==> src/verilog/acds_pkg.sv <==
// Package: constants, register map and helpers of the audio clock detector status block
`default_nettype none
package acds_pkg;
	// Clock and timing
	localparam int          CLK_HZ         = 10_000_000;
	localparam int          MISS_TIME_NS   = 20_000;
	localparam int          CLK_PERIOD_NS  = 1_000_000_000 / CLK_HZ;
	localparam int          MISS_CYC       = MISS_TIME_NS / CLK_PERIOD_NS;
	localparam int          FS_MIN_HZ      = 8_000;
	localparam int          FS_MAX_HZ      = 384_000;
	localparam int          PER_MIN_CYC    = CLK_HZ / FS_MAX_HZ;
	localparam int          PER_MAX_CYC    = (CLK_HZ + FS_MIN_HZ - 1) / FS_MIN_HZ;
	// Detector limits
	localparam logic [8:0]  BCLK_RATIO_MIN = 9'h020;
	localparam logic [8:0]  BCLK_RATIO_MAX = 9'h100;
	localparam logic [8:0]  LOW_MIN_SCLKS  = 9'h005;
	localparam logic [11:0] AUTO_MIN_RATIO = 12'h080;
	// Register indices; byte address is four times the index
	localparam logic [9:0]  STAT_IDX       = 10'h05E;
	localparam logic [9:0]  CTRL_IDX       = 10'h060;
	localparam logic [9:0]  IRQ_STAT_IDX   = 10'h061;
	localparam logic [9:0]  IRQ_MASK_IDX   = 10'h062;
	// Status field positions
	localparam int          FL_SRI         = 0;
	localparam int          FL_BCI         = 1;
	localparam int          FL_MCI         = 2;
	localparam int          FL_AUTO        = 3;
	localparam int          FL_SER         = 4;
	localparam int          FL_PLL         = 5;
	localparam int          FL_MCM         = 6;
	localparam int          FL_RSV         = 7;
	// Control field positions and reset values
	localparam int          CTRL_PLL_EN    = 0;
	localparam int          CTRL_IGNORE    = 1;
	localparam logic [1:0]  CTRL_RESET     = 2'h0;
	localparam logic [6:0]  FLAGS_RESET    = 7'h7F;
	localparam logic [6:0]  MASK_RESET     = 7'h00;

	// Master clock ratios that the detector accepts
	function automatic logic acds_ratio_ok(input logic [11:0] n);
		case (n)
			12'h020, 12'h030, 12'h040, 12'h080, 12'h0C0, 12'h100, 12'h180,
			12'h200, 12'h300, 12'h400, 12'h480, 12'h600, 12'h800, 12'hC00: acds_ratio_ok = 1'b1;
			default: acds_ratio_ok = 1'b0;
		endcase
	endfunction
endpackage : acds_pkg
`default_nettype wire

==> src/verilog/acds_sync_edge.sv <==
// Two-flop synchroniser for a pin, with a rising-edge pulse taken after the second flop
`default_nettype none
module acds_sync_edge
	import acds_pkg::*;
(
	input  wire logic pclk,    // System clock
	input  wire logic presetn, // Asynchronous reset, active low
	input  wire logic d,       // Pin from another domain
	output logic      q,       // Synchronised level
	output logic      rise     // One-cycle pulse on a rising edge
);
	logic meta_reg;
	logic sync_reg;
	logic last_reg;

	// Only the second flop reads the first; edge logic looks at later stages
	always_ff @(posedge pclk or negedge presetn)
	begin
		if (!presetn)
		begin
			meta_reg <= 1'b0;
			sync_reg <= 1'b0;
			last_reg <= 1'b0;
		end
		else
		begin
			meta_reg <= d;
			sync_reg <= meta_reg;
			last_reg <= sync_reg;
		end
	end

	// Outputs
	assign q    = sync_reg;
	assign rise = sync_reg & ~last_reg;
endmodule // acds_sync_edge
`default_nettype wire

==> src/verilog/acds_top.sv <==
// Audio clock detector status: clock monitors, live status register, interrupts, APB slave
//
// Overview of operation
// Status bit 6 reads 1 while the master clock is missing or halted and 0 while it runs.
// Status bit 5 reads 1 while the PLL is unlocked or disabled and 0 while it is enabled and locked.
// Status bit 4 reads 1 only while both frame and bit clocks are missing and held low.
// Status bit 3 reads 1 when sample rate and master clock ratio cannot be used for automatic setup.
// Status bit 2 reads 1 whenever the master clock ratio cannot be detected as a valid ratio.
// Status bit 2 also reads 1 whenever the frame clock low period is five bit clocks or fewer.
// Status bit 1 reads 1 unless the bit clock ratio is stable and within 32 to 256 per frame.
// Status bit 0 reads 1 while no valid sampling rate is detected and 0 while one is.
// Status bit 0 is cleared and no longer reported while the error-ignore control is set.
// Status bits are live and ignore writes; the top reserved bit stores its written value, reset zero.
`default_nettype none
module acds_top
	import acds_pkg::*;
(
	input  wire logic        pclk,           // APB clock, 10 MHz
	input  wire logic        presetn,        // Asynchronous reset, active low
	input  wire logic [11:0] paddr,          // APB byte address
	input  wire logic        psel,           // APB select
	input  wire logic        penable,        // APB enable
	input  wire logic        pwrite,         // APB write
	input  wire logic [31:0] pwdata,         // APB write data
	output logic      [31:0] prdata,         // APB read data
	output logic             pready,         // APB ready
	output logic             pslverr,        // APB error, unmapped address
	input  wire logic        mclk_pin,       // Master clock from the audio source
	input  wire logic        sclk_pin,       // Bit clock from the audio source
	input  wire logic        lrclk_pin,      // Frame clock from the audio source
	input  wire logic        pll_locked,     // PLL lock indication, asynchronous
	output logic             pll_enable,     // PLL enable, from control register
	output logic             irq             // Level interrupt, active high
);
	////////////////////////////////////////////////////////////////////////////////
	// Pin synchronisers and activity watchdogs
	logic mclk_s, mclk_rise, sclk_s, sclk_rise, lrclk_s, lrclk_rise, lock_s;
	logic mclk_miss, sclk_miss, lrclk_miss;

	// Every pin crosses into pclk through two flops; edges are found after the second
	acds_sync_edge u_sync_mclk
	(
		.pclk    (pclk),
		.presetn (presetn),
		.d       (mclk_pin),
		.q       (mclk_s),
		.rise    (mclk_rise)
	);
	acds_sync_edge u_sync_sclk
	(
		.pclk    (pclk),
		.presetn (presetn),
		.d       (sclk_pin),
		.q       (sclk_s),
		.rise    (sclk_rise)
	);
	acds_sync_edge u_sync_lrclk
	(
		.pclk    (pclk),
		.presetn (presetn),
		.d       (lrclk_pin),
		.q       (lrclk_s),
		.rise    (lrclk_rise)
	);
	acds_sync_edge u_sync_lock
	(
		.pclk    (pclk),
		.presetn (presetn),
		.d       (pll_locked),
		.q       (lock_s),
		.rise    ()
	);

	acds_watchdog #(.LIMIT(MISS_CYC)) u_wd_mclk
	(
		.pclk    (pclk),
		.presetn (presetn),
		.kick    (mclk_rise),
		.missing (mclk_miss)
	);
	acds_watchdog #(.LIMIT(MISS_CYC)) u_wd_sclk
	(
		.pclk    (pclk),
		.presetn (presetn),
		.kick    (sclk_rise),
		.missing (sclk_miss)
	);
	// Frame clock watchdog runs longer: a slow frame has long half periods
	acds_watchdog #(.LIMIT(PER_MAX_CYC)) u_wd_lrclk
	(
		.pclk    (pclk),
		.presetn (presetn),
		.kick    (lrclk_rise),
		.missing (lrclk_miss)
	);

	////////////////////////////////////////////////////////////////////////////////
	// Per-frame measurement counters, restarted on every frame clock rise
	logic [11:0] mclk_cnt_reg, mclk_lat_reg;
	logic [8:0]  sclk_cnt_reg, sclk_lat_reg, sclk_prev_reg;
	logic [8:0]  low_cnt_reg, low_lat_reg;
	logic [15:0] per_cnt_reg, per_lat_reg;
	logic [1:0]  frames_reg;

	wire mclk_cnt_sat = &mclk_cnt_reg;
	wire sclk_cnt_sat = &sclk_cnt_reg;
	wire low_cnt_sat  = &low_cnt_reg;
	wire per_cnt_sat  = &per_cnt_reg;

	// Counters saturate so an overlong frame reads as out of range, not wrapped
	always_ff @(posedge pclk or negedge presetn)
	begin
		if (!presetn)
		begin
			mclk_cnt_reg <= 12'h000;
			sclk_cnt_reg <= 9'h000;
			low_cnt_reg  <= 9'h000;
			per_cnt_reg  <= 16'h0000;
		end
		else if (lrclk_rise)
		begin
			mclk_cnt_reg <= {11'h000, mclk_rise};
			sclk_cnt_reg <= {8'h00, sclk_rise};
			low_cnt_reg  <= 9'h000;
			per_cnt_reg  <= 16'h0001;
		end
		else
		begin
			mclk_cnt_reg <= mclk_cnt_reg + {11'h000, mclk_rise & ~mclk_cnt_sat};
			sclk_cnt_reg <= sclk_cnt_reg + {8'h00, sclk_rise & ~sclk_cnt_sat};
			low_cnt_reg  <= low_cnt_reg + {8'h00, sclk_rise & ~lrclk_s & ~low_cnt_sat};
			per_cnt_reg  <= per_cnt_reg + {15'h0000, ~per_cnt_sat};
		end
	end

	// Latch the finished frame; two frames are needed before a result counts
	always_ff @(posedge pclk or negedge presetn)
	begin
		if (!presetn)
		begin
			mclk_lat_reg  <= 12'h000;
			sclk_lat_reg  <= 9'h000;
			sclk_prev_reg <= 9'h000;
			low_lat_reg   <= 9'h000;
			per_lat_reg   <= 16'h0000;
			frames_reg    <= 2'h0;
		end
		else if (lrclk_miss)
			frames_reg <= 2'h0;
		else if (lrclk_rise)
		begin
			mclk_lat_reg  <= mclk_cnt_reg;
			sclk_prev_reg <= sclk_lat_reg;
			sclk_lat_reg  <= sclk_cnt_reg;
			low_lat_reg   <= low_cnt_reg;
			per_lat_reg   <= per_cnt_reg;
			frames_reg    <= frames_reg + {1'b0, ~frames_reg[1]};
		end
	end

	////////////////////////////////////////////////////////////////////////////////
	// Control register
	logic [1:0] ctrl_reg;
	wire        ctrl_pll_en = ctrl_reg[CTRL_PLL_EN];
	wire        ctrl_ignore = ctrl_reg[CTRL_IGNORE];

	////////////////////////////////////////////////////////////////////////////////
	// Live detector conditions
	wire frame_ok   = frames_reg[1] & ~lrclk_miss;
	wire ratio_ok   = acds_ratio_ok(mclk_lat_reg);
	wire short_low  = low_lat_reg <= LOW_MIN_SCLKS;
	wire bclk_range = (sclk_lat_reg >= BCLK_RATIO_MIN) && (sclk_lat_reg <= BCLK_RATIO_MAX);
	wire bclk_stab  = sclk_lat_reg == sclk_prev_reg;
	wire rate_ok    = frame_ok && (per_lat_reg >= 16'(PER_MIN_CYC)) && (per_lat_reg <= 16'(PER_MAX_CYC));
	wire low_ratio  = ~ctrl_pll_en & (mclk_lat_reg < AUTO_MIN_RATIO);

	wire mcm_w  = mclk_miss;
	wire pll_w  = ~ctrl_pll_en | ~lock_s;
	wire ser_w  = sclk_miss & lrclk_miss & ~sclk_s & ~lrclk_s;
	wire mci_w  = mclk_miss | ~frame_ok | ~ratio_ok
	            | (frame_ok & short_low);
	wire bci_w  = ~frame_ok | ~bclk_stab | ~bclk_range;
	wire sri_w  = ~rate_ok & ~ctrl_ignore;
	wire auto_w = ~rate_ok | mci_w | low_ratio;

	// Flag word in register bit order, bit 6 down to bit 0
	wire [6:0] flags_next = {mcm_w, pll_w, ser_w, auto_w, mci_w, bci_w, sri_w};

	////////////////////////////////////////////////////////////////////////////////
	// APB decode
	// Byte address carries the register index in bits 11 to 2; the low two bits are ignored
	wire [9:0] idx       = paddr[11:2];
	wire       setup     = psel & ~penable;
	wire       acc_wr    = psel & penable & pready & pwrite;
	wire       hit_stat  = idx == STAT_IDX;
	wire       hit_ctrl  = idx == CTRL_IDX;
	wire       hit_istat = idx == IRQ_STAT_IDX;
	wire       hit_imask = idx == IRQ_MASK_IDX;
	wire       mapped    = hit_stat | hit_ctrl | hit_istat | hit_imask;
	wire       wr_stat   = acc_wr & hit_stat & ~pslverr;
	wire       wr_ctrl   = acc_wr & hit_ctrl & ~pslverr;
	wire       wr_istat  = acc_wr & hit_istat & ~pslverr;
	wire       wr_imask  = acc_wr & hit_imask & ~pslverr;

	////////////////////////////////////////////////////////////////////////////////
	// Status, interrupt and control state
	logic [6:0] flags_reg;
	logic       stat_rsv_reg;
	logic [6:0] istat_reg, imask_reg;
	logic       irq_reg;

	wire [6:0]  ev          = flags_next & ~flags_reg;
	wire [6:0]  istat_next  = (istat_reg & ~({7{wr_istat}} & pwdata[6:0])) | ev;
	// The interrupt also uses the next mask, so it never lags a mask write by a cycle
	wire [6:0]  imask_next  = wr_imask ? pwdata[6:0] : imask_reg;
	wire [7:0]  stat_view   = {stat_rsv_reg, flags_reg};
	wire [31:0] rd_data     = hit_stat  ? {24'h000000, stat_view} :
	                          hit_ctrl  ? {30'h00000000, ctrl_reg} :
	                          hit_istat ? {25'h0000000, istat_reg} :
	                          hit_imask ? {25'h0000000, imask_reg} : 32'h00000000;

	// Flags are live copies of the detectors; writes never reach them
	always_ff @(posedge pclk or negedge presetn)
	begin
		if (!presetn)
			flags_reg <= FLAGS_RESET;
		else
			flags_reg <= flags_next;
	end

	// Only the reserved top bit of the status register holds a written value
	always_ff @(posedge pclk or negedge presetn)
	begin
		if (!presetn)
			stat_rsv_reg <= 1'b0;
		else if (wr_stat)
			stat_rsv_reg <= pwdata[FL_RSV];
	end

	// Control and mask registers
	always_ff @(posedge pclk or negedge presetn)
	begin
		if (!presetn)
		begin
			ctrl_reg  <= CTRL_RESET;
			imask_reg <= MASK_RESET;
		end
		else
		begin
			if (wr_ctrl)
				ctrl_reg <= pwdata[1:0];
			imask_reg <= imask_next;
		end
	end

	// Sticky events: a new event wins over a write-one clear in the same cycle
	always_ff @(posedge pclk or negedge presetn)
	begin
		if (!presetn)
		begin
			istat_reg <= 7'h00;
			irq_reg   <= 1'b0;
		end
		else
		begin
			istat_reg <= istat_next;
			irq_reg   <= |(istat_next & imask_next);
		end
	end

	// APB answer is registered in setup, so every access has one wait-free access cycle
	always_ff @(posedge pclk or negedge presetn)
	begin
		if (!presetn)
		begin
			pready  <= 1'b0;
			pslverr <= 1'b0;
			prdata  <= 32'h00000000;
		end
		else
		begin
			pready  <= setup;
			pslverr <= setup & ~mapped;
			prdata  <= (setup & ~pwrite) ? rd_data : 32'h00000000;
		end
	end

	assign pll_enable = ctrl_pll_en;
	assign irq        = irq_reg;
endmodule // acds_top
`default_nettype wire

==> src/verilog/acds_watchdog.sv <==
// Activity watchdog: reports missing once no kick arrived for LIMIT cycles
`default_nettype none
module acds_watchdog
	import acds_pkg::*;
#(
	parameter int LIMIT = MISS_CYC // Cycles without activity before missing
)
(
	input  wire logic pclk,    // System clock
	input  wire logic presetn, // Asynchronous reset, active low
	input  wire logic kick,    // Activity pulse
	output logic      missing  // High while no activity seen
);
	localparam int W = $clog2(LIMIT + 1);

	// Elaboration check: a limit below two leaves no room between kick and missing
	if (LIMIT < 2)
	begin : g_bad_limit
		$error("acds_watchdog: LIMIT must be at least 2");
	end

	logic [W-1:0] cnt_reg;
	logic         miss_reg;

	// Missing is assumed at reset until activity proves otherwise
	always_ff @(posedge pclk or negedge presetn)
	begin
		if (!presetn)
		begin
			cnt_reg  <= '0;
			miss_reg <= 1'b1;
		end
		else if (kick)
		begin
			cnt_reg  <= '0;
			miss_reg <= 1'b0;
		end
		else if (cnt_reg == W'(LIMIT))
			miss_reg <= 1'b1;
		else
			cnt_reg <= cnt_reg + W'(1);
	end

	assign missing = miss_reg;
endmodule // acds_watchdog
`default_nettype wire
==> config.mk <==
export PLATFORM = sky130hd
export DESIGN_NAME = acds_top
export DESIGN_NICKNAME = d
export VERILOG_FILES = /design/src/verilog/acds_pkg.sv /design/src/verilog/acds_sync_edge.sv /design/src/verilog/acds_top.sv /design/src/verilog/acds_watchdog.sv
export SDC_FILE = /design/constraint.sdc
export NUM_CORES = 1
export LEC_CHECK = 0
export BUFFER_PORTS_ARGS = -buffer_cell sky130_fd_sc_hd__buf_2
export CAP_MARGIN = 20
export CORE_AREA = 2 2 119 132
export CTS_BUF_LIST = sky130_fd_sc_hd__clkbuf_4
export DETAILED_ROUTE_END_ITERATION = 8
export DIE_AREA = 0 0 121 134
export HOLD_SLACK_MARGIN = 0.15
export PLACE_DENSITY = 0.83
export RECOVER_POWER = 100
export SLEW_MARGIN = 20
export SYNTH_ARGS = -nofsm -noshare
export SYNTH_HDL_FRONTEND = slang
export SYNTH_SLANG_ARGS = --single-unit
==> constraint.sdc <==
create_clock -name pclk -period 2.53 [get_ports pclk]
set_clock_uncertainty 0.15 [all_clocks]
set_input_delay 0.1265 -clock pclk [delete_from_list [all_inputs] [get_ports pclk]]
set_output_delay 0.1265 -clock pclk [all_outputs]
set_load 0.02 [all_outputs]
==> results.sh, run 1 <==
export IMPL_synthArstFlopShare_pct=100
export IMPL_globalplace_congestion=0.806
export IMPL_post_route_period_util_pct=101
export IMPL_finalPower_mw=5.58
export IMPL_postPlaceCellArea_sq_um=8490
export IMPL_critPathLaunchType="register"
export IMPL_crit_start="pslverr"
export IMPL_ff2ff_path_depth=5
export IMPL_die_area_sq_um=16200
export IMPL_place_hpwl_mm=9.75
export IMPL_initial_utilization_pct=53.9
export IMPL_clkSinkCount=178
export IMPL_synth_area_mux_share_pct=9.76
export IMPL_hold_viol_final=0
export IMPL_die_h_um=134
export IMPL_status="complete, but fails checks"
export IMPL_track_usage_pct=20.3
export IMPL_first_iter_violations=350
export IMPL_p_leak_nw=4.42
export IMPL_synth_flop_cell="dfrtp_1"
export IMPL_grt_max_degree=63
export IMPL_rrSetupSlack_ns=-0.01
export IMPL_drt_total_wl_mm=15.6
export IMPL_synth_area_sq_um=8030
export IMPL_synth_top_area_share_pct=52.4
export IMPL_ys_seq_elements=178
export IMPL_yosys_area_share_xor_xnor_pct=6.88
export IMPL_timing_fmax_mhz=393
export IMPL_post_synth_num_cell_types=57
export IMPL_rsz0062_at_grt="true"
export IMPL_numCtsBuffers=17
export IMPL_slew_headroom_pct=13.5
export IMPL_grt_pass1_wl_mm=26.0
export IMPL_overflow=0
export IMPL_post_route_cell_area_sq_um=9260
export IMPL_synth_area_leaders="dfrtp_1 52%, mux2_2 9.3%, xor2_1 5.5%"
export IMPL_slew_viol_final=0
export IMPL_fin_crit_ns=2.54
export IMPL_final_util_pct=62.3
export IMPL_drive_gt1_share_pct=21.1
export IMPL_synthSimpleGateAreaFrac_pct=16.0
export IMPL_synth_top_family_by_area="simple AND/OR/NAND/NOR gates"
export IMPL_setup_slack_ns=-0.0142
export IMPL_ant_nets=0
export IMPL_layout_common_cells="168 x dfrtp_1, 81 x nor2_1, 63 x mux2_2"
export IMPL_worstReg2RegStart="pslverr"
export IMPL_worstHoldStart="u_sync_sclk.meta_reg"
export IMPL_synth_warnings=0
export IMPL_crit_required_ns=2.88
export IMPL_io_pins=89
export IMPL_drt_pass1_iterations=5
export IMPL_antenna_found_initial=1
export IMPL_cts_tree="done"
export IMPL_hold_path_class="reg2reg"
export IMPL_fp_row_count=47
export IMPL_synth_compound_area_share_pct=5.14
export IMPL_ys_seq_area_share_pct=55.7
export IMPL_endpoint_kind="register"
export IMPL_dieWidth_um=121
export IMPL_fillers=1116
export IMPL_numPortBuffers=38
export IMPL_cts_root_buf="clkbuf_4"
export IMPL_final_common_cell="dfrtp_1"
export IMPL_clk_pin_slew_worst_paths_ns=0.15
export IMPL_setup_violations=3
export IMPL_via_count=5572
export IMPL_grt_pass1_vias=5419
export IMPL_synth_fa_ha_area_share_pct=2.34
export IMPL_postSynthCellCount=699
export IMPL_yosysTopAreaCell="dfrtp_1"
export IMPL_worstSetupPathType="reg2reg"
export IMPL_avgSynthCellArea_sq_um=11.5
export IMPL_peakVddDrop_uv=380
export IMPL_worst_slew_pin_slew_ns=1.30
export IMPL_crit_fanout=7
export IMPL_coreArea_sq_um=14900
export IMPL_wl_per_cell_um=15.4
export IMPL_clock_latency_ns=0.61
export IMPL_area_growth_pct=15.4
export IMPL_htreeDepth=4
export IMPL_synth_edf_count=0
export IMPL_setup_worst_path_end="imask_reg[6]"
export IMPL_power_density_nw_per_um2=603
export IMPL_violations="negative setup slack"
export IMPL_reg2reg_to="imask_reg[6]"
export IMPL_maxCapViolCount=0
export IMPL_cts_max_path_buffers=2
export IMPL_arrival_ns=2.89
export IMPL_drcViolationCount=0
export IMPL_layout_nets=874
export IMPL_routed_via_density=5.48
[cell type report]
class,count,area [sq um],share of cell area [%]
Tap cell,196,245,2.65
Timing Repair Buffer,108,810,8.74
Antenna cell,1,2.50,0.0270
Clock buffer,17,128,1.38
Multi-Input combinational cell,480,3370,36.3
Sequential cell,178,4470,48.2
Clock inverter,15,168,1.81
Inverter,21,78.8,0.851
[kinds of logic (layout without fill, tap and decap cells)]
| logic type | Yosys count | after routing |
|---|---|---|
| flops | 178 | 178 |
| buf+inv | 64 | 161 |
| mux | 70 | 70 |
| simple gates | 248 | 248 |
| xor+xnor | 63 | 63 |
| other cells | 1 | 25 |
| fa+ha+maj | 15 | 15 |
| compound gates | 60 | 60 |
[per-stage QoR]
step | hold slack, ns | TNS [ns] | worst slack (ns) | instances
detailed placement | -0.0192 | 0 | 0.00858 | 934
floorplan | -0.319 | 0 | 0.0285 | 722
global route | 0.227 | -0.294 | -0.0637 | 1016
global placement | -0.0202 | 0 | 0.0298 | 934
finish | 0.215 | -0.0250 | -0.0142 | 1016
CTS | 0.175 | 0 | 0.0439 | 1015
[where the power goes]
| part | internal (mW) | leakage [nW] | switching, mW |
|---|---|---|---|
| clock network | 0.533 | 0.153 | 1.08 |
| logic | 0.340 | 1.92 | 0.343 |
| registers | 3.06 | 2.35 | 0.225 |
[Yosys cell counts (12+ instances only)]
cell type and number:
a21oi_1 15, and3_1 19, buf_4 24, clkbuf_1 18, dfrtp_1 168, ha_1 15, inv_1 21, mux2_2 66
nand2_1 31, nand3_1 35, nor2_1 81, nor2b_1 14, o21ai_0 12, xnor2_1 13, xor2_1 50
[per-layer routing]
metal	GRT usage [%]	vias to the layer above	wire length (um)
met1	25.3	2771	6500
met3	4.29	34	564
met4	8.98	0	467
met5	0	-	0
met2	34.2	152	8100
li1	-	2615	-
[worst min path at each step]
stage / endpoint / slack, ns / cells past startpoint
2_1_floorplan: ctrl_reg[0] / -0.32 / 0
3_3_place_gp: u_wd_mclk.cnt_reg[7] / -0.02 / 1
3_5_place_dp: u_wd_mclk.cnt_reg[7] / -0.02 / 1
4_1_cts: istat_reg[1] / 0.18 / 7
5_1_grt: prdata[7] / 0.23 / 4
6_report: u_sync_sclk.q / 0.21 / 0
[critical path, cell delays in order, from the launching register on]
cell           delay [ns]
dfrtp_1              0.44
or4bb_4              0.55
nor4_4               0.19
buf_6                0.20
mux2_2               0.35
dlygate4sd3_1        0.56
[timing repair]
action                     CTS  global route
hold buffers                48             0
setup buffers                1             0
gates cloned                 0             0
setup endpoints to repair    2            12
hold endpoints to repair   210             0
resized for setup            2            13
pin swaps                    0             1
(Power assumes the default switching activity.)
==> run 2: changes to the inputs <==
CELL_PAD_IN_SITES_DETAIL_PLACEMENT = 0   (was unset)
CELL_PAD_IN_SITES_GLOBAL_PLACEMENT = 1   (was unset)
CORE_AREA = 2 2 132 147   (was 2 2 119 132)
DIE_AREA = 0 0 134 149   (was 0 0 121 134)
PLACE_DENSITY = 0.84   (was 0.83)
SKIP_CTS_REPAIR_TIMING = 1   (was unset)
==> run 2 against run 1 <==
  * The flow now finishes without violations
  * Combinational power down 0.6%
  * Critical path depth up 4
  * Global-route usage down 4.5 points
  * Final cell count up 4.7%
  * Clock power up 2%
  * Wire length down 3.8%
  * Sequential power about the same
  * Total power up 0.70%
  * Worst hold slack worse by 0.12 ns
  * Sequential share of layout area down 0.19 points
  * Non-clock buffer count down 2
  * First-iteration DRC count down 5.7%
  * Largest cell class unchanged
  * Largest power group unchanged
==> results.sh, run 2 (same netlist as run 1, synthesis figures left out) <==
export IMPL_slowest_delay_ns=0.63
export IMPL_initial_utilization_pct=43.1
export IMPL_cts_root_buf="clkbuf_4"
export IMPL_arrival_ns=2.83
export IMPL_path_cells="dlygate4sd3_1 -> buf_2 -> nand3_1 -> dlygate4sd3_1 -> or4_4 -> a221o_1 -> o2bb2ai_1 -> a211oi_2 -> nand4b_1"
export IMPL_first_iter_violations=330
export IMPL_stdcell_count=1064
export IMPL_hold_path_depth=4
export IMPL_p_leak_nw=4.40
export IMPL_final_common_cell="dfrtp_1"
export IMPL_finalPower_mw=5.62
export IMPL_track_usage_pct=15.8
export IMPL_grtUsageMet2_pct=26.9
export IMPL_multi_input_area_sq_um=3360
export IMPL_hold_path_class="in2reg"
export IMPL_endpoint_kind="register"
export IMPL_hold_viol_final=0
export IMPL_io_pins=89
export IMPL_rrSetupSlack_ns=0.05
export IMPL_grt_pass1_vias=5303
export IMPL_drive_gt1_share_pct=22.3
export IMPL_maxCapViolCount=0
export IMPL_antenna_found_initial=0
export IMPL_place_hpwl_mm=10.1
export IMPL_routed_via_density=5.04
export IMPL_drcViolationCount=0
export IMPL_final_util_pct=49.9
export IMPL_numPortBuffers=38
export IMPL_overflow=0
export IMPL_ant_nets=0
export IMPL_hold_end="imask_reg[5]"
export IMPL_peakVddDrop_uv=275
export IMPL_worstReg2RegStart="pslverr"
export IMPL_die_area_sq_um=20000
export IMPL_wl_per_cell_um=14.1
export IMPL_post_route_cell_area_sq_um=9300
export IMPL_timing_fmax_mhz=396
export IMPL_worstSetupPathType="in2reg"
export IMPL_grt_use_met3_pct=3.91
export IMPL_regArea_sq_um=4470
export IMPL_drt_total_wl_mm=15.0
export IMPL_drt_pass1_iterations=4
export IMPL_path_common_cell="dlygate4sd3_1"
export IMPL_area_growth_pct=15.9
export IMPL_clkSinkCount=178
export IMPL_via_count=5366
export IMPL_grt_max_degree=68
export IMPL_n_antenna_cell=0
export IMPL_coreArea_sq_um=18600
export IMPL_crit_required_ns=2.84
export IMPL_slowest_stage="dlygate4sd3_1"
export IMPL_critPathLaunchType="input port"
export IMPL_grtUsageMet1_pct=20.0
export IMPL_dieWidth_um=134
export IMPL_worst_slew_pin_slew_ns=1.49
export IMPL_crit_fanout=4
export IMPL_rsz0062_at_grt="true"
export IMPL_slew_headroom_pct=0.431
export IMPL_cts_tree="done"
export IMPL_dp_cells=992
export IMPL_setup_violations=0
export IMPL_worstHoldStart="paddr[5]"
export IMPL_ff2ff_path_depth=6
export IMPL_htreeDepth=4
export IMPL_power_density_nw_per_um2=605
export IMPL_die_h_um=149
export IMPL_fin_crit_ns=2.53
export IMPL_clk_pin_slew_worst_paths_ns=0.15
export IMPL_layout_common_cells="168 x dfrtp_1, 81 x nor2_1, 66 x mux2_2"
export IMPL_globalplace_congestion=0.795
export IMPL_fillers=1689
export IMPL_clock_latency_ns=0.57
export IMPL_status="completed"
export IMPL_tns_ns=0
export IMPL_cts_max_path_buffers=2
export IMPL_fp_row_count=53
export IMPL_grt_pass1_wl_mm=25.4
export IMPL_slew_viol_final=0
export IMPL_post_route_period_util_pct=99.9
export IMPL_busiest_layer="met2"
export IMPL_postPlaceCellArea_sq_um=8610
export IMPL_layout_nets=872
export IMPL_reg2reg_to="irq"
export IMPL_numCtsBuffers=17
==> run 2: cell types whose count changed in the layout (fill, tap and decap cells not counted), moves of 2 or more <==
| cell | before | now |
|---|---|---|
| buf_4 | 16 | 24 |
| clkinv_2 | 0 | 2 |
| inv_6 | 2 | 5 |
| clkinv_4 | 5 | 1 |
| mux2_4 | 3 | 0 |
| dlygate4sd3_1 | 46 | 38 |
| clkbuf_1 | 14 | 11 |
| mux2_2 | 63 | 66 |
==> run 2: cell type report <==
class                   instances  area share, %
well taps                     247           3.32
repair buffers                106           8.43
flip-flops and latches        178           48.0
multi-input cells             480           36.2
clock buffers                  17           1.37
inverters                      21          0.847
clock inverters                15           1.84
==> run 2: worst max-delay path by stage <==
stage / startpoint / end / depth (start not counted)
2_1_floorplan: per_cnt_reg[9] / per_cnt_reg[12] / 10
3_3_place_gp: paddr[5] / irq / 7
3_5_place_dp: paddr[5] / irq / 7
4_1_cts: u_wd_lrclk.missing / irq / 6
5_1_grt: pready / irq / 6
6_report: penable / irq / 9
==> run 2: routing by layer <==
| metal | vias up | part of all wire, % |
|---|---|---|
| li1 | 2599 | - |
| met1 | 2654 | 45 |
| met2 | 93 | 51 |
| met3 | 20 | 3.0 |
| met4 | 0 | 1.6 |
| met5 | - | 0 |
==> run 2: power by group <==
group / internal [mW] / switching [mW] / total (mW)
Sequential: 3.06 / 0.226 / 3.29
Clock: 0.620 / 1.03 / 1.65
Combinational: 0.344 / 0.337 / 0.680
==> run 2: through the flow <==
| stage | setup slack, ns | hold WS, ns |
|---|---|---|
| after floorplan | 0.0285 | -0.319 |
| after global placement | 0.0109 | 0.0236 |
| after detailed placement | -0.0169 | 0.0269 |
| after CTS | -0.0315 | -0.616 |
| after global routing | -0.0172 | 0.0360 |
| final | 0.00357 | 0.0961 |
==> run 2: worst max-delay path, delay by kind of cell <==
| kind | cells | cell delay [ns] |
|---|---|---|
| AOI/OAI and AO/OA | 3 | 0.68 |
| buffers and inverters | 3 | 1.27 |
| and+or+nand+nor | 3 | 0.74 |
==> run 3: changes to the inputs <==
BUFFER_PORTS_ARGS = unset   (was -buffer_cell sky130_fd_sc_hd__buf_2)
CORE_AREA = 2 2 127 141   (was 2 2 132 147)
DIE_AREA = 0 0 129 143   (was 0 0 134 149)
DONT_BUFFER_PORTS = 1   (was unset)
PLACE_DENSITY = 0.78   (was 0.84)
==> run 3 against run 2 <==
  * Critical path type unchanged
  * Maximum frequency is 2.9% lower
  * Via count decreased by 0.97%
  * Sequential share of layout area grew 1.5 points
  * The flow now finishes with violations (negative hold slack, negative setup slack)
  * Global-route usage up 0.90 points
  * Critical path depth is 2 lower
  * Die area down 7.6%
  * Non-clock buffer count shrank 46
  * First-iteration DRC count down 25%
  * Utilization increased by 3.3 points
==> results.sh, run 3 (same netlist as run 1, synthesis figures left out) <==
export IMPL_clock_latency_ns=0.58
export IMPL_met2WireLength_mm=7.77
export IMPL_p_leak_nw=4.23
export IMPL_regArea_sq_um=4470
export IMPL_wl_per_cell_um=15.0
export IMPL_dieWidth_um=129
export IMPL_rsz0062_at_grt="true"
export IMPL_multi_input_area_sq_um=3350
export IMPL_die_area_sq_um=18400
export IMPL_crit_start="psel"
export IMPL_stdcell_count=1006
export IMPL_setup_violations=2
export IMPL_numPortBuffers=0
export IMPL_slew_viol_final=0
export IMPL_power_density_nw_per_um2=613
export IMPL_crit_fanout=4
export IMPL_routed_via_density=5.28
export IMPL_fin_crit_ns=2.60
export IMPL_finalPower_mw=5.52
export IMPL_endpoint_kind="register"
export IMPL_initial_utilization_pct=47.3
export IMPL_drt_total_wl_mm=15.1
export IMPL_die_h_um=143
export IMPL_coreArea_sq_um=17000
export IMPL_hold_viol_final=180
export IMPL_clk_pin_slew_worst_paths_ns=0.14
export IMPL_maxUsedRoutingLayer="met4"
export IMPL_timing_fmax_mhz=384
export IMPL_numCtsBuffers=17
export IMPL_track_usage_pct=16.7
export IMPL_clkSinkCount=178
export IMPL_dp_cells=935
export IMPL_place_hpwl_mm=9.61
export IMPL_slew_headroom_pct=51.3
export IMPL_critPathLaunchType="input port"
export IMPL_setup_slack_ns=-0.0722
export IMPL_worst_slew_pin_slew_ns=0.731
export IMPL_io_pins=89
export IMPL_hold_path_class="in2async"
export IMPL_ant_nets=0
export IMPL_area_growth_pct=12.4
export IMPL_hold_ws_ns=-0.911
export IMPL_drt_pass1_iterations=4
export IMPL_layout_nets=826
export IMPL_drcViolationCount=0
export IMPL_cts_root_buf="clkbuf_4"
export IMPL_fp_row_count=50
export IMPL_post_route_period_util_pct=103
export IMPL_cts_tree="done"
export IMPL_first_iter_violations=247
export IMPL_dr_wl_met3_um=534
export IMPL_worstReg2RegStart="pslverr"
export IMPL_grt_max_degree=179
export IMPL_crit_required_ns=2.84
export IMPL_layout_common_cells="168 x dfrtp_1, 81 x nor2_1, 66 x mux2_2"
export IMPL_overflow=0
export IMPL_grt_pass1_wl_mm=24.4
export IMPL_globalplace_congestion=0.791
export IMPL_drive_gt1_share_pct=18.3
export IMPL_worstSetupPathType="in2reg"
export IMPL_violations="negative hold slack, negative setup slack"
export IMPL_cts_max_path_buffers=2
export IMPL_tns_ns=-0.0726
export IMPL_htreeDepth=4
export IMPL_fillers=1425
export IMPL_final_common_cell="dfrtp_1"
export IMPL_antenna_found_initial=1
export IMPL_wirelength_met1_mm=6.61
export IMPL_grt_pass1_vias=5180
export IMPL_via_count=5314
export IMPL_ff2ff_path_depth=6
export IMPL_arrival_ns=2.92
export IMPL_status="complete, but fails checks"
export IMPL_peakVddDrop_uv=291
export IMPL_maxCapViolCount=0
## run 3: critical path, stage by stage
cell           delay, ns
dlygate4sd3_1       0.57
nand3_1             0.07
dlygate4sd3_1       0.65
or3b_2              0.50
nor2_1              0.12
mux2_2              0.33
dlygate4sd3_1       0.54
## run 3: cell type report
cell class,instances,area share (%)
Antenna cell,1,0.0278
Tap cell,234,3.25
Sequential cell,178,49.5
Timing Repair Buffer,60,5.98
Inverter,21,0.874
Multi-Input combinational cell,480,37.1
Clock inverter,12,1.54
Clock buffer,20,1.67
## run 3: through the flow
step                hold WS (ns)  cell area (sq um)  utilization [%]  worst slack (ns)
floorplan                 -0.319               8110                -            0.0285
global placement          -0.313               8330             49.1            0.0585
detailed placement        -0.314               8330             49.1           0.00534
CTS                       -0.962               8610             50.8           -0.0466
global route              -0.980               9020             53.2           -0.0661
finish                    -0.911               9020             53.2           -0.0722
## run 3: per-layer routing
metal	vias up	GRT usage [%]
met4	0	6.29
met5	-	0
li1	2509	-
met1	2671	20.7
met3	20	4.50
met2	114	28.0
## run 3: power by group
group          leakage, nW  internal (mW)  switching (mW)  total [mW]
Sequential            2.35           3.06           0.231        3.29
Combinational         1.73          0.322           0.281       0.603
Clock                0.153          0.704           0.923        1.63
## run 3: worst paths after layout
check / endpoint / slack [ns]
hold reg to reg: u_sync_sclk.q / 0.21
max in group asynchronous: u_wd_sclk.missing / 2.80
hold / removal: prdata[5] / -0.91
setup / recovery: stat_rsv_reg / -0.07
min in group pclk: imask_reg[4] / -0.42
setup reg to reg: irq / 0
